**src/include/eaps_pkg.sv**
```systemverilog
package eaps_pkg;

	// Clock and derived rates
	localparam int     CLK_HZ          = 250_000_000;
	localparam int     ACC_SAMPLE_CYC  = 4;
	localparam int     PERIOD_TICK_CYC = 8;
	localparam longint PULSE_MAX_HZ    = 23_000;
	localparam longint ACT_FULL_SCALE  = 64'h0000_0000_007F_FFFF;
	// Least raw pulse threshold so full scale stays at or below the pulse ceiling
	localparam longint PULSE_THRESHOLD_DEF =
		(ACT_FULL_SCALE * longint'(CLK_HZ / ACC_SAMPLE_CYC) + PULSE_MAX_HZ - 1) / PULSE_MAX_HZ;
	localparam int     PULSE_WIDTH_NS  = 1000;
	localparam int     PULSE_WIDTH_CYC = (PULSE_WIDTH_NS * (CLK_HZ / 1_000_000) + 999) / 1000;

	// Widths
	localparam int PWR_W  = 24;
	localparam int TOT_W  = 24;
	localparam int DIV_W  = 8;
	localparam int GAIN_W = 12;
	localparam int FRAC_W = 12;
	localparam int CFR_W  = 12;
	localparam int HALF_W = 16;
	localparam int PER_W  = 16;
	localparam int LOW_W  = 34;
	localparam int PG_W   = 26;
	localparam int PACC_W = 40;
	localparam int CRD_W  = CFR_W + 2;
	localparam int WCNT_W = 10;
	localparam int IDX_W  = 6;

	// Reset values
	localparam logic [DIV_W-1:0]  RST_DIV    = 8'h00;
	localparam logic [GAIN_W-1:0] RST_GAIN   = 12'h000;
	localparam logic [CFR_W-1:0]  RST_PULSE_NUM = 12'h03F;
	localparam logic [CFR_W-1:0]  RST_PULSE_DEN = 12'h03F;
	localparam logic [HALF_W-1:0] RST_HALF   = 16'h0001;

	// Register byte offsets
	localparam logic [7:0] OFS_APP_DIV   = 8'h00;
	localparam logic [7:0] OFS_ACT_DIV   = 8'h04;
	localparam logic [7:0] OFS_ACT_GAIN  = 8'h08;
	localparam logic [7:0] OFS_PULSE_NUM = 8'h0C;
	localparam logic [7:0] OFS_PULSE_DEN = 8'h10;
	localparam logic [7:0] OFS_HALF_SET  = 8'h14;
	localparam logic [7:0] OFS_APP_TOTAL = 8'h18;
	localparam logic [7:0] OFS_LINE_APP  = 8'h1C;
	localparam logic [7:0] OFS_ACT_TOTAL = 8'h20;
	localparam logic [7:0] OFS_LINE_ACT  = 8'h24;
	localparam logic [7:0] OFS_PERIOD    = 8'h28;

	// AHB encodings
	localparam logic [2:0] HSIZE_WORD = 3'b010;

	// Result of one divided accumulation step
	typedef struct packed {
		logic signed [LOW_W-1:0] low;
		logic signed [1:0]       step;
	} eaps_div_t;

	// State of the pulse scaler
	typedef struct packed {
		logic [CRD_W-1:0]  credit;
		logic [WCNT_W-1:0] wcnt;
		logic              pulse;
	} eaps_pulse_st_t;

	// State of the accumulation top
	typedef struct packed {
		logic [2:0]               tick_cnt;
		logic [DIV_W-1:0]         app_div;
		logic [DIV_W-1:0]         act_div;
		logic [GAIN_W-1:0]        act_gain;
		logic [CFR_W-1:0]         pulse_num;
		logic [CFR_W-1:0]         pulse_den;
		logic [HALF_W-1:0]        half_set;
		logic [HALF_W-1:0]        half_cnt;
		logic signed [LOW_W-1:0]  app_low;
		logic signed [LOW_W-1:0]  act_low;
		logic [TOT_W-1:0]         app_total;
		logic [TOT_W-1:0]         act_total;
		logic [TOT_W-1:0]         line_app_run;
		logic [TOT_W-1:0]         line_act_run;
		logic [TOT_W-1:0]         line_app;
		logic [TOT_W-1:0]         line_act;
		logic [PER_W-1:0]         period_cnt;
		logic [PER_W-1:0]         period;
		logic                     zx_phase;
		logic signed [PACC_W-1:0] pacc;
		logic                     raw_pulse;
		logic                     dp_valid;
		logic                     dp_write;
		logic [IDX_W-1:0]         dp_idx;
		logic [31:0]              hrdata;
	} eaps_top_st_t;

endpackage

```
**src/hdl/eaps_pulse.sv**
```systemverilog
`timescale 1ns/1ps
module eaps_pulse #(
	parameter int WIDTH_CYC = eaps_pkg::PULSE_WIDTH_CYC
) (
	input  wire logic                       i_clk,   // Core clock
	input  wire logic                       i_rst_n, // Synchronised reset, active low
	input  wire logic                       i_raw,   // Undivided pulse strobe
	input  wire logic [eaps_pkg::CFR_W-1:0] i_num,   // Pulse numerator setting
	input  wire logic [eaps_pkg::CFR_W-1:0] i_den,   // Pulse denominator setting
	output logic                            o_pulse  // Scaled pulse output
);

	eaps_pkg::eaps_pulse_st_t r;
	eaps_pkg::eaps_pulse_st_t r_nxt;

	if (WIDTH_CYC < 1 || 2 * WIDTH_CYC >= (1 << eaps_pkg::WCNT_W)) begin : g_chk
		$error("eaps_pulse: WIDTH_CYC out of range");
	end

	// Rate multiplier: each raw pulse earns num+1 credits, each output costs den+1
	always_comb begin
		logic [eaps_pkg::CRD_W:0] sum;
		logic [eaps_pkg::CRD_W:0] cost;
		sum   = '0;
		cost  = '0;
		r_nxt = r;
		sum   = {1'b0, r.credit} + (i_raw ? (eaps_pkg::CRD_W+1)'(i_num) + 1'b1 : '0);
		cost  = (eaps_pkg::CRD_W+1)'(i_den) + 1'b1;
		// Saturate rather than wrap, so an overrun only loses rate, not sign
		if (sum[eaps_pkg::CRD_W]) begin
			sum = {1'b0, {eaps_pkg::CRD_W{1'b1}}};
		end
		if (r.wcnt != '0) begin
			r_nxt.wcnt = r.wcnt - 1'b1;
		end else if (sum >= cost) begin
			sum        = sum - cost;
			r_nxt.wcnt = eaps_pkg::WCNT_W'(2 * WIDTH_CYC);
		end
		r_nxt.credit = sum[eaps_pkg::CRD_W-1:0];
		// High for the first half of the window, low for the second
		r_nxt.pulse  = (r_nxt.wcnt > eaps_pkg::WCNT_W'(WIDTH_CYC));
	end

	always_ff @(posedge i_clk or negedge i_rst_n) begin
		if (!i_rst_n) begin
			r <= '0;
		end else begin
			r <= r_nxt;
		end
	end

	assign o_pulse = r.pulse;

endmodule // eaps_pulse

```
**src/hdl/eaps_top.sv**
```systemverilog
// Operation
// Apparent power word added to hidden accumulator every fourth clock.
// Visible apparent total is 24 bits and wraps; low bits stay hidden.
// Apparent divider zero means divide by one; otherwise fill time scales.
// Line apparent total sums over whole half cycles using zero crossings.
// Line apparent accumulation always runs; there is no enable.
// Line apparent total fed from same scaled path as free total.
// Pulse output reflects active energy only, never apparent energy.
// Half cycle count setting sets interval length, up to 65535.
// Period register counts ticks of eight clocks per line period.
// Active divider scales active totals only, not pulse frequency.
// Active divider resets to zero, no division.
// Active gain scales totals and pulses by one plus gain over 4096.
// Pulse rate times numerator plus one over denominator plus one.
// Numerator and denominator both reset to 0x3F.
// Undivided pulse rate reaches at most 23 kHz at full scale.
// Host reads line active total before line apparent total.
// Half cycle count setting is a 16 bit unsigned value.
// Active gain is signed two's complement, about plus or minus half.
// Interval end latches line totals and restarts without losing samples.
`timescale 1ns/1ps
module eaps_top #(
	parameter longint PULSE_THRESHOLD = eaps_pkg::PULSE_THRESHOLD_DEF,
	parameter int     PULSE_WIDTH     = eaps_pkg::PULSE_WIDTH_CYC
) (
	input  wire logic                              i_clk,              // Core clock, 250 MHz
	input  wire logic                              i_resetn,           // Async reset, active low
	input  wire logic                              i_hsel,             // AHB slave select
	input  wire logic [31:0]                       i_haddr,            // AHB address
	input  wire logic [1:0]                        i_htrans,           // AHB transfer type
	input  wire logic                              i_hwrite,           // AHB write flag
	input  wire logic [2:0]                        i_hsize,            // AHB size
	input  wire logic [31:0]                       i_hwdata,           // AHB write data
	input  wire logic                              i_hready,           // AHB bus ready
	output logic [31:0]                            o_hrdata,           // AHB read data
	output logic                                   o_hreadyout,        // AHB slave ready
	output logic                                   o_hresp,            // AHB response
	input  wire logic signed [eaps_pkg::PWR_W-1:0] i_apparent_power,   // Apparent power word
	input  wire logic signed [eaps_pkg::PWR_W-1:0] i_active_power,     // Active power word
	input  wire logic                              i_zero_cross,       // Half cycle crossing strobe
	output logic                                   o_calibration_pulse_output // Active energy pulse
);

	if (PULSE_THRESHOLD < 1 || PULSE_THRESHOLD >= (64'sd1 <<< (eaps_pkg::PACC_W - 2))) begin : g_chk
		$error("eaps_top: PULSE_THRESHOLD out of range");
	end

	localparam logic signed [eaps_pkg::PACC_W-1:0] THR = eaps_pkg::PACC_W'(PULSE_THRESHOLD);

	// Reset release through two flops; assertion stays asynchronous
	logic [1:0] rst_sync_r;
	logic       rst_n;

	always_ff @(posedge i_clk or negedge i_resetn) begin
		if (!i_resetn) begin
			rst_sync_r <= 2'b00;
		end else begin
			rst_sync_r <= {rst_sync_r[0], 1'b1};
		end
	end

	assign rst_n = rst_sync_r[1];

	eaps_pkg::eaps_top_st_t r;
	eaps_pkg::eaps_top_st_t r_nxt;

	// Divide by accumulating against div * 2^24; at most one carry per sample
	// since the sample is smaller than the limit, so no iterative divider is needed.
	function automatic eaps_pkg::eaps_div_t div_step(
		input logic signed [eaps_pkg::LOW_W-1:0] low,
		input logic signed [eaps_pkg::PG_W-1:0]  p,
		input logic [eaps_pkg::DIV_W-1:0]        d
	);
		logic [eaps_pkg::DIV_W-1:0]        d_eff;
		logic signed [eaps_pkg::LOW_W-1:0] lim;
		logic signed [eaps_pkg::LOW_W-1:0] sum;
		eaps_pkg::eaps_div_t               res;
		d_eff = (d == '0) ? eaps_pkg::DIV_W'(1) : d;
		lim   = signed'({{(eaps_pkg::LOW_W - eaps_pkg::DIV_W - eaps_pkg::TOT_W){1'b0}},
			d_eff, {eaps_pkg::TOT_W{1'b0}}});
		sum   = low + eaps_pkg::LOW_W'(p);
		if (sum >= lim) begin
			res.low  = sum - lim;
			res.step = 2'sd1;
		end else if (sum < 0) begin
			res.low  = sum + lim;
			res.step = -2'sd1;
		end else begin
			res.low  = sum;
			res.step = 2'sd0;
		end
		return res;
	endfunction

	// Register read mux over the current or freshly written state
	function automatic logic [31:0] read_reg(
		input eaps_pkg::eaps_top_st_t s,
		input logic [eaps_pkg::IDX_W-1:0] idx
	);
		logic [7:0] ofs;
		ofs = {idx, 2'b00};
		unique case (ofs)
			eaps_pkg::OFS_APP_DIV:   read_reg = 32'(s.app_div);
			eaps_pkg::OFS_ACT_DIV:   read_reg = 32'(s.act_div);
			eaps_pkg::OFS_ACT_GAIN:  read_reg = 32'(s.act_gain);
			eaps_pkg::OFS_PULSE_NUM: read_reg = 32'(s.pulse_num);
			eaps_pkg::OFS_PULSE_DEN: read_reg = 32'(s.pulse_den);
			eaps_pkg::OFS_HALF_SET:  read_reg = 32'(s.half_set);
			eaps_pkg::OFS_APP_TOTAL: read_reg = 32'(s.app_total);
			eaps_pkg::OFS_LINE_APP:  read_reg = 32'(s.line_app);
			eaps_pkg::OFS_ACT_TOTAL: read_reg = 32'(s.act_total);
			eaps_pkg::OFS_LINE_ACT:  read_reg = 32'(s.line_act);
			eaps_pkg::OFS_PERIOD:    read_reg = 32'(s.period);
			default:                 read_reg = 32'h0000_0000;
		endcase
	endfunction

	// Whole next-state computation
	always_comb begin
		logic                                          tick4;
		logic                                          tick8;
		logic signed [eaps_pkg::PWR_W+eaps_pkg::GAIN_W-1:0] prod;
		logic signed [eaps_pkg::PG_W-1:0]              p_app;
		logic signed [eaps_pkg::PG_W-1:0]              p_act;
		eaps_pkg::eaps_div_t                           app_res;
		eaps_pkg::eaps_div_t                           act_res;
		logic [eaps_pkg::TOT_W-1:0]                    app_inc;
		logic [eaps_pkg::TOT_W-1:0]                    act_inc;
		logic [eaps_pkg::HALF_W-1:0]                   half_eff;
		logic [eaps_pkg::HALF_W:0]                     half_next;
		logic                                          addr_ok;
		logic signed [eaps_pkg::PACC_W-1:0]            pacc_sum;
		tick4     = 1'b0;
		tick8     = 1'b0;
		prod      = '0;
		p_app     = '0;
		p_act     = '0;
		app_res   = '0;
		act_res   = '0;
		app_inc   = '0;
		act_inc   = '0;
		half_eff  = '0;
		half_next = '0;
		addr_ok   = 1'b0;
		pacc_sum  = '0;
		r_nxt     = r;

		// Sample and period tick enables from one free counter
		r_nxt.tick_cnt = r.tick_cnt + 3'd1;
		tick4 = (r.tick_cnt[1:0] == 2'(eaps_pkg::ACC_SAMPLE_CYC - 1));
		tick8 = (r.tick_cnt == 3'(eaps_pkg::PERIOD_TICK_CYC - 1));

		// Signed gain: p * (1 + g / 2^12); g is two's complement
		prod  = i_active_power * $signed(r.act_gain);
		p_act = eaps_pkg::PG_W'(i_active_power) + eaps_pkg::PG_W'(prod >>> eaps_pkg::FRAC_W);
		p_app = eaps_pkg::PG_W'(i_apparent_power);

		// Energy totals advance on the sample tick only
		if (tick4) begin
			app_res       = div_step(r.app_low, p_app, r.app_div);
			act_res       = div_step(r.act_low, p_act, r.act_div);
			r_nxt.app_low = app_res.low;
			r_nxt.act_low = act_res.low;
		end
		app_inc = eaps_pkg::TOT_W'(app_res.step);
		act_inc = eaps_pkg::TOT_W'(act_res.step);
		r_nxt.app_total = r.app_total + app_inc;
		r_nxt.act_total = r.act_total + act_inc;

		// Undivided pulse path: gained power, no active divider in it
		r_nxt.raw_pulse = 1'b0;
		if (tick4) begin
			pacc_sum = r.pacc + eaps_pkg::PACC_W'(p_act);
			if (pacc_sum >= THR) begin
				pacc_sum        = pacc_sum - THR;
				r_nxt.raw_pulse = 1'b1;
			end else if (pacc_sum <= -THR) begin
				pacc_sum        = pacc_sum + THR;
				r_nxt.raw_pulse = 1'b1;
			end
			r_nxt.pacc = pacc_sum;
		end

		// Line interval: count crossings, latch and restart at the end
		half_eff  = (r.half_set == '0) ? eaps_pkg::HALF_W'(1) : r.half_set;
		half_next = {1'b0, r.half_cnt} + 1'b1;
		r_nxt.line_app_run = r.line_app_run + app_inc;
		r_nxt.line_act_run = r.line_act_run + act_inc;
		if (i_zero_cross) begin
			if (half_next >= {1'b0, half_eff}) begin
				// This cycle's sample goes into the closing interval
				r_nxt.line_app     = r.line_app_run + app_inc;
				r_nxt.line_act     = r.line_act_run + act_inc;
				r_nxt.line_app_run = '0;
				r_nxt.line_act_run = '0;
				r_nxt.half_cnt     = '0;
			end else begin
				r_nxt.half_cnt = half_next[eaps_pkg::HALF_W-1:0];
			end
		end

		// Period: ticks of eight clocks between every other crossing, saturating
		if (tick8 && r.period_cnt != '1) begin
			r_nxt.period_cnt = r.period_cnt + 1'b1;
		end
		if (i_zero_cross) begin
			r_nxt.zx_phase = ~r.zx_phase;
			if (r.zx_phase) begin
				r_nxt.period     = r.period_cnt;
				r_nxt.period_cnt = '0;
			end
		end

		// AHB data phase: write only whole words to the setting registers
		if (r.dp_valid && r.dp_write) begin
			unique case ({r.dp_idx, 2'b00})
				eaps_pkg::OFS_APP_DIV:  r_nxt.app_div  = i_hwdata[eaps_pkg::DIV_W-1:0];
				eaps_pkg::OFS_ACT_DIV:  r_nxt.act_div  = i_hwdata[eaps_pkg::DIV_W-1:0];
				eaps_pkg::OFS_ACT_GAIN: r_nxt.act_gain = i_hwdata[eaps_pkg::GAIN_W-1:0];
				eaps_pkg::OFS_PULSE_NUM: r_nxt.pulse_num = i_hwdata[eaps_pkg::CFR_W-1:0];
				eaps_pkg::OFS_PULSE_DEN: r_nxt.pulse_den = i_hwdata[eaps_pkg::CFR_W-1:0];
				eaps_pkg::OFS_HALF_SET: r_nxt.half_set = i_hwdata[eaps_pkg::HALF_W-1:0];
				default:                ;
			endcase
		end

		// AHB address phase; reads sample the post-write state so a read right
		// after a write to the same register already sees the new value
		addr_ok        = i_hsel && i_htrans[1] && i_hready;
		r_nxt.dp_valid = addr_ok && (i_hsize == eaps_pkg::HSIZE_WORD);
		r_nxt.dp_write = i_hwrite;
		r_nxt.dp_idx   = i_haddr[eaps_pkg::IDX_W+1:2];
		if (addr_ok && !i_hwrite) begin
			r_nxt.hrdata = read_reg(r_nxt, i_haddr[eaps_pkg::IDX_W+1:2]);
		end
	end

	// State register with reset values
	always_ff @(posedge i_clk or negedge rst_n) begin
		if (!rst_n) begin
			r          <= '0;
			r.app_div  <= eaps_pkg::RST_DIV;
			r.act_div  <= eaps_pkg::RST_DIV;
			r.act_gain <= eaps_pkg::RST_GAIN;
			r.pulse_num <= eaps_pkg::RST_PULSE_NUM;
			r.pulse_den <= eaps_pkg::RST_PULSE_DEN;
			r.half_set <= eaps_pkg::RST_HALF;
		end else begin
			r <= r_nxt;
		end
	end

	// Scaled pulse generation
	eaps_pulse #(
		.WIDTH_CYC (PULSE_WIDTH)
	) u_pulse (
		.i_clk   (i_clk),
		.i_rst_n (rst_n),
		.i_raw   (r.raw_pulse),
		.i_num   (r.pulse_num),
		.i_den   (r.pulse_den),
		.o_pulse (o_calibration_pulse_output)
	);

	// Zero wait state, always OKAY
	assign o_hrdata    = r.hrdata;
	assign o_hreadyout = 1'b1;
	assign o_hresp     = 1'b0;

endmodule // eaps_top

```
**config.mk**
```make
export PLATFORM = sky130hd
export DESIGN_NAME = eaps_top
export DESIGN_NICKNAME = d
export VERILOG_FILES = /design/src/include/eaps_pkg.sv /design/src/hdl/eaps_pulse.sv /design/src/hdl/eaps_top.sv
export SDC_FILE = /design/constraint.sdc
export NUM_CORES = 2
export LEC_CHECK = 0
export BUFFER_PORTS_ARGS = -buffer_cell sky130_fd_sc_hd__buf_2
export CAP_MARGIN = 20
export CORE_ASPECT_RATIO = 1.25
export CORE_MARGIN = 3
export CORE_UTILIZATION = 50
export CTS_CLUSTER_DIAMETER = 50
export CTS_CLUSTER_SIZE = 24
export DETAILED_ROUTE_END_ITERATION = 10
export GPL_TIMING_DRIVEN = 1
export PLACE_DENSITY = 0.72
export SYNTH_ARGS = -nofsm -noshare
export SYNTH_HDL_FRONTEND = slang
export SYNTH_SLANG_ARGS = --single-unit
export TNS_END_PERCENT = 20
```
**constraint.sdc**
```tcl
create_clock -name i_clk -period 17.08 [get_ports i_clk]
set_input_delay 1.708 -clock i_clk [delete_from_list [all_inputs] [get_ports i_clk]]
set_output_delay 1.708 -clock i_clk [all_outputs]
set_load 0.03 [all_outputs]
```
# After elaboration in Yosys (flattened, before gate mapping)
# Index checks and enable logic that the tools add are counted.
# Widths: inputs -> output; s select.
[word_totals]
ff_bits = 440
latch_bits = 0
ram_bits = 0
mem_bits_ro = 0
out_inout_bits = 35
mem_count = 0
[classes]
n_addsub = 22
multipliers = 1
div = 0
order_cmp = 9
n_eq_ne = 19
shifts = 0
n_mux = 34
n_bitwise = 1
reduce_logical = 13
[ops]
columns = ["op", "n"]
rows = [
  ["$pmux 24 s11", 1],
  ["$mux 96", 2],
  ["$mux 36", 4],
  ["$add 24x24->24", 4],
  ["$mux 40", 2],
  ["$add 34x33->34", 2],
  ["$ge 34x33->1", 2],
  ["$lt 34x1->1 const B", 2],
  ["$mux 68", 1],
  ["$sub 34x33->34", 2],
  ["$mux 16", 4],
  ["$mux 14", 3],
  ["$add 40x25->40", 1],
  ["$add 40x36->40 const B", 1],
  ["$ge 40x36->1 const B", 1],
  ["$le 40x36->1 const B", 1],
  ["$sub 40x36->40 const B", 1],
  ["$eq 6x3->1 const B", 6],
  ["$mul 24x12->36", 1],
  ["$mux 12", 3],
  ["$add 34x24->34", 1],
  ["$add 34x25->34", 1],
  ["$mux 33", 1],
  ["$mux 32", 1],
  ["30 further kinds", 51],
]

# Depth between registers and ports, before layout
[depth]
depth_word = 11
ltp_mapped = 74
depth_no_buf = 71

# Hierarchy
# From an unflattened synthesis, not the netlist that was laid out.
[hier_totals]
cells_unflattened = 5175
area_unflattened_um2 = 44420.1
[modules_own_cells]
columns = ["mod", "n_inst", "cells_each", "area_per_inst_um2"]
rows = [
  ["eaps_top", 1, 4821, 41479.8],
  ["eaps_pulse", 1, 354, 2940.3],
]

# Worst setup path before layout
# Ideal clock, no wire load.
[synth_timing]
path_type = "input port to flip-flop"
start = "input port i_active_power[5] (netlist bit)"
end = "register r, in the netlist o_hrdata[23]"
setup_time_ns = 0.130
arrival_time_ns = 15.232
required_time_ns = 16.950
slack_ns = 1.718
cell_stages = 57
path_cell_list = "clkbuf_1 -> nand2_1 -> fa_1 -> inv_1 -> fa_1 -> fa_1 -> fa_1 -> inv_1 -> fa_1 -> inv_1 -> ha_1 -> a21o_1 -> a221o_1 -> a21oi_1 -> o21ai_0 -> and2_1 -> a21o_1 -> and2_1 -> [... 21 more ...] -> o311ai_0 -> nor4b_1 -> clkbuf_1 -> nor2_1 -> ha_1 -> or4_1 -> nor3_1 -> nand3_1 -> nor2_1 -> nand2_1 -> nand2_1 -> o21ai_0 -> o221a_2 -> a31o_2 -> a32oi_1 -> xnor2_1 -> a211oi_1 -> a31oi_1"
[synth_lines]
columns = ["element", "line", "rtl"]
rows = [
  ["start, declared", "eaps_top.sv:39", "input wire logic signed [eaps_pkg::PWR_W-1:0] i_active_power,"],
  ["end signal, assigned", "eaps_top.sv:249", "r <= r_nxt;"],
  ["end, declared", "eaps_top.sv:64", "eaps_pkg::eaps_top_st_t r;"],
]

==> metrics.md <==
| Metric | Value |
|---|---|
| Worst-Margin Slew | 1.08 ns |
| RSZ-0062 raised after global routing | no |
| Post-synth EDFFs | 0 |
| Mapped Avg Cell Area | 8.60 um2 |
| Routed Antenna Nets | 0 |
| Critical Path Start Type | primary input |
| Die width | 270 um |
| PwrDens | 169 mW/mm2 |
| Synth unique cells | 102 |
| N_diodes | 0 |
| Most used routing layer | met2 |
| Worst IR drop on VDD | 0.135 mV |
| CTS tree | done |
| Routed vias | 37600 |
| Clock Tree Buf Depth | 3 |
| Fraction of registers with async set/reset | 1.00 |
| Sequential area share after synthesis | 0.248 |
| Post-Syn Area | 0.0437 mm2 |
| Die ar. | 0.0910 mm2 |
| Crit end category | flop |
| Worst R2R Path Depth | 63 |
| Register bit total from synthesis | 432 |
| Crit path kind | primary input to flop |
| Via/cell ratio | 5.97 |
| CTS clk-pin slew, worst paths | 0.08 ns |
| Global route overflow | 0 |
| Final min period | 16.17 ns |
| Drt pass-1 iters | 5 |
| Leakage power | 21.5 nW |
| CTS root buf | clkbuf_16 |
| Outcome | complete, no violations |
| CP required | 17.60 ns |
| HP Class | flop to flop |
| Met1 usage | 0.320 |
| CTS sink cnt | 432 |
| Antenna violations before repair | 1 |
| Drt total wl | 120000 um |
| Layout cell share with drive strength beyond 1 | 0.0957 |
| Final worst-path cycle share | 0.947 |
| RePlAce Congestion | 0.920 |
| Global-route met2 utilization | 0.463 |
| Setup TNS | 0 ns |
| Wire length per cell | 19.0 um |
| WHS | 0.361 ns |
| Final Hold Viols | 0 |
| Gate Count Post-Synth | 5077 |
| DP Wirelength | 91700 um |
| FMAX | 61.8 MHz |
| Slowest-stage cell, CP | fa_1 |
| Boundary pin count | 158 |
| Yosys warns | 0 |
| Crit path DAT | 16.69 ns |
| Min-Delay Path Depth | 0 |
| Slew margin rel. | 0.278 |
| Max Cap Viol | 0 |
| First-pass GRT wire length | 194000 um |
| Max-slew violations | 0 |
| Clk_lat worst skew | 0.65 ns |
| Row Count | 120 |
| Final nets | 5823 |
| Setup WS post-layout | 0.906 ns |
| Most common cell after layout, fill and taps aside | nand2_1 |
| PortBufs | 104 |
| Die span in y | 336 um |
| Drt drc | 0 |
| CP max FO | 13 |
| Clk_skew | 0.0402 ns |
| Dpl ws | 0.0975 ns |
| Initial core utilization | 0.507 |
| P&R area growth vs syn | 7.93% |
| Initial DRC count | 2511 |
| Core footprint | 0.0862 mm2 |
| CP peak stage delay | 0.59 ns |
| CTS Buf Count | 48 |
| GRT Overall Usage | 0.261 |
| Largest net degree at the start of global routing | 80 |
| Final setup fails | 0 |
| Commonest non-fill, non-tap cells in the layout | 621 x nand2_1, 418 x inv_1, 418 x dfrtp_1 |
| H-tree Lvls | 2 |
| Cell mode on critical path | ha_1 |
| Number of global-route vias before repair | 37100 |
| Top_reg_cell synth | dfrtp_1 |
| M3 GR Usage | 0.0284 |
-- logic make-up after synthesis --
kind of cell	after synthesis	synth area share
simple gates	1760	0.194
xor+xnor	323	0.0656
buf+inv	670	0.0613
other cells	2	0.000172
compound gates	1150	0.178
mux	132	0.0335
flops	432	0.248
fa+ha+maj	608	0.220
-- worst max-delay path: cells and delay by family --
family / cells / cell delay (ns)
AOI/OAI and AO/OA: 22 / 4.71
xor gates and xnor gates: 3 / 0.52
adders and majority gates: 11 / 4.47
buffers and inverters: 8 / 1.13
muxes: 1 / 0.17
and+or+nand+nor: 19 / 3.95
-- per-stage QoR --
| stage | area [um2] | cells | utilization | total power, mW |
|---|---|---|---|---|
| after floorplan | 43700 | 5086 | - | 5.54 |
| after global placement | 45400 | 6200 | 0.527 | 6.64 |
| after detailed placement | 45400 | 6200 | 0.527 | 6.72 |
| after CTS | 47100 | 6290 | 0.547 | 7.90 |
| after global routing | 47100 | 6291 | 0.547 | 8.63 |
| final | 47100 | 6291 | 0.547 | 7.96 |
-- layout make-up --
class,count,area [um2]
multi-input cells,3984,30300
repair buffers,205,1280
clock inverters,40,523
flip-flops and latches,432,10800
inverters,421,1580
clock buffers,50,1210
fillers,7990,39000
well taps,1159,1450
-- final timing paths --
check                                  start       endpoint  slack, ns
max                        i_active_power[9]   o_hrdata[10]       0.91
max reg2reg                           r[386]   o_hrdata[10]       1.31
max in group asynchronous      rst_sync_r[1]         r[268]      13.76
min in group asynchronous      rst_sync_r[1]         r[160]       0.39
min reg2reg                    rst_sync_r[0]  rst_sync_r[1]       0.36
min                            rst_sync_r[0]  rst_sync_r[1]       0.36
-- power by group --
part           total [mW]  switching [mW]  internal, mW  leakage [nW]
combinational        5.23            3.22          2.00          15.4
clock                1.13           0.553         0.580         0.833
sequential           1.60           0.244          1.36          5.27
total                7.96            4.02          3.94          21.5
-- routing by layer --
metal	vias up	part of all wire
met3	305	0.048
li1	17800	-
met5	-	0
met2	1070	0.50
met4	0	0.051
met1	18400	0.41
-- sequential cells by signal, indices dropped and copies added (netlist names) --
signal and count:
u_pulse.o_pulse 1, r 381, o_hrdata 24, rst_sync_r 2
u_pulse.r 24
-- Yosys cell counts (24+ instances only) --
cell type,number,area share
a211oi_1,47,0.0081
a21o_1,107,0.018
a21oi_1,259,0.030
a221oi_1,29,0.0058
a22oi_1,24,0.0041
a31oi_1,50,0.0072
and2_1,135,0.019
and3_1,56,0.0080
buf_4,36,0.0062
clkbuf_1,180,0.015
dfrtp_1,419,0.24
fa_1,268,0.12
ha_1,340,0.097
inv_1,419,0.036
mux2_2,113,0.029
nand2_1,622,0.053
nand2b_1,52,0.0074
nand3_1,123,0.014
nand4_1,54,0.0077
nor2_1,367,0.032
nor2b_1,37,0.0053
nor3_1,111,0.013
nor4_1,41,0.0059
o211ai_1,29,0.0050
o21a_1,45,0.0077
o21ai_0,242,0.028
o21bai_1,35,0.0060
o31ai_1,30,0.0052
or3_1,40,0.0057
or4_1,25,0.0043
xnor2_1,219,0.044
xor2_1,100,0.020
-- what timing repair did --
| action | 4_1_cts | 5_1_grt |
|---|---|---|
| hold buffers | 0 | 0 |
| hold endpoints to repair | 0 | 0 |
| resized for setup | 0 | 3 |
| buffers inserted | 0 | 0 |
| endpoints found under the setup margin | 0 | 20 |
(Power assumes the default switching activity.)
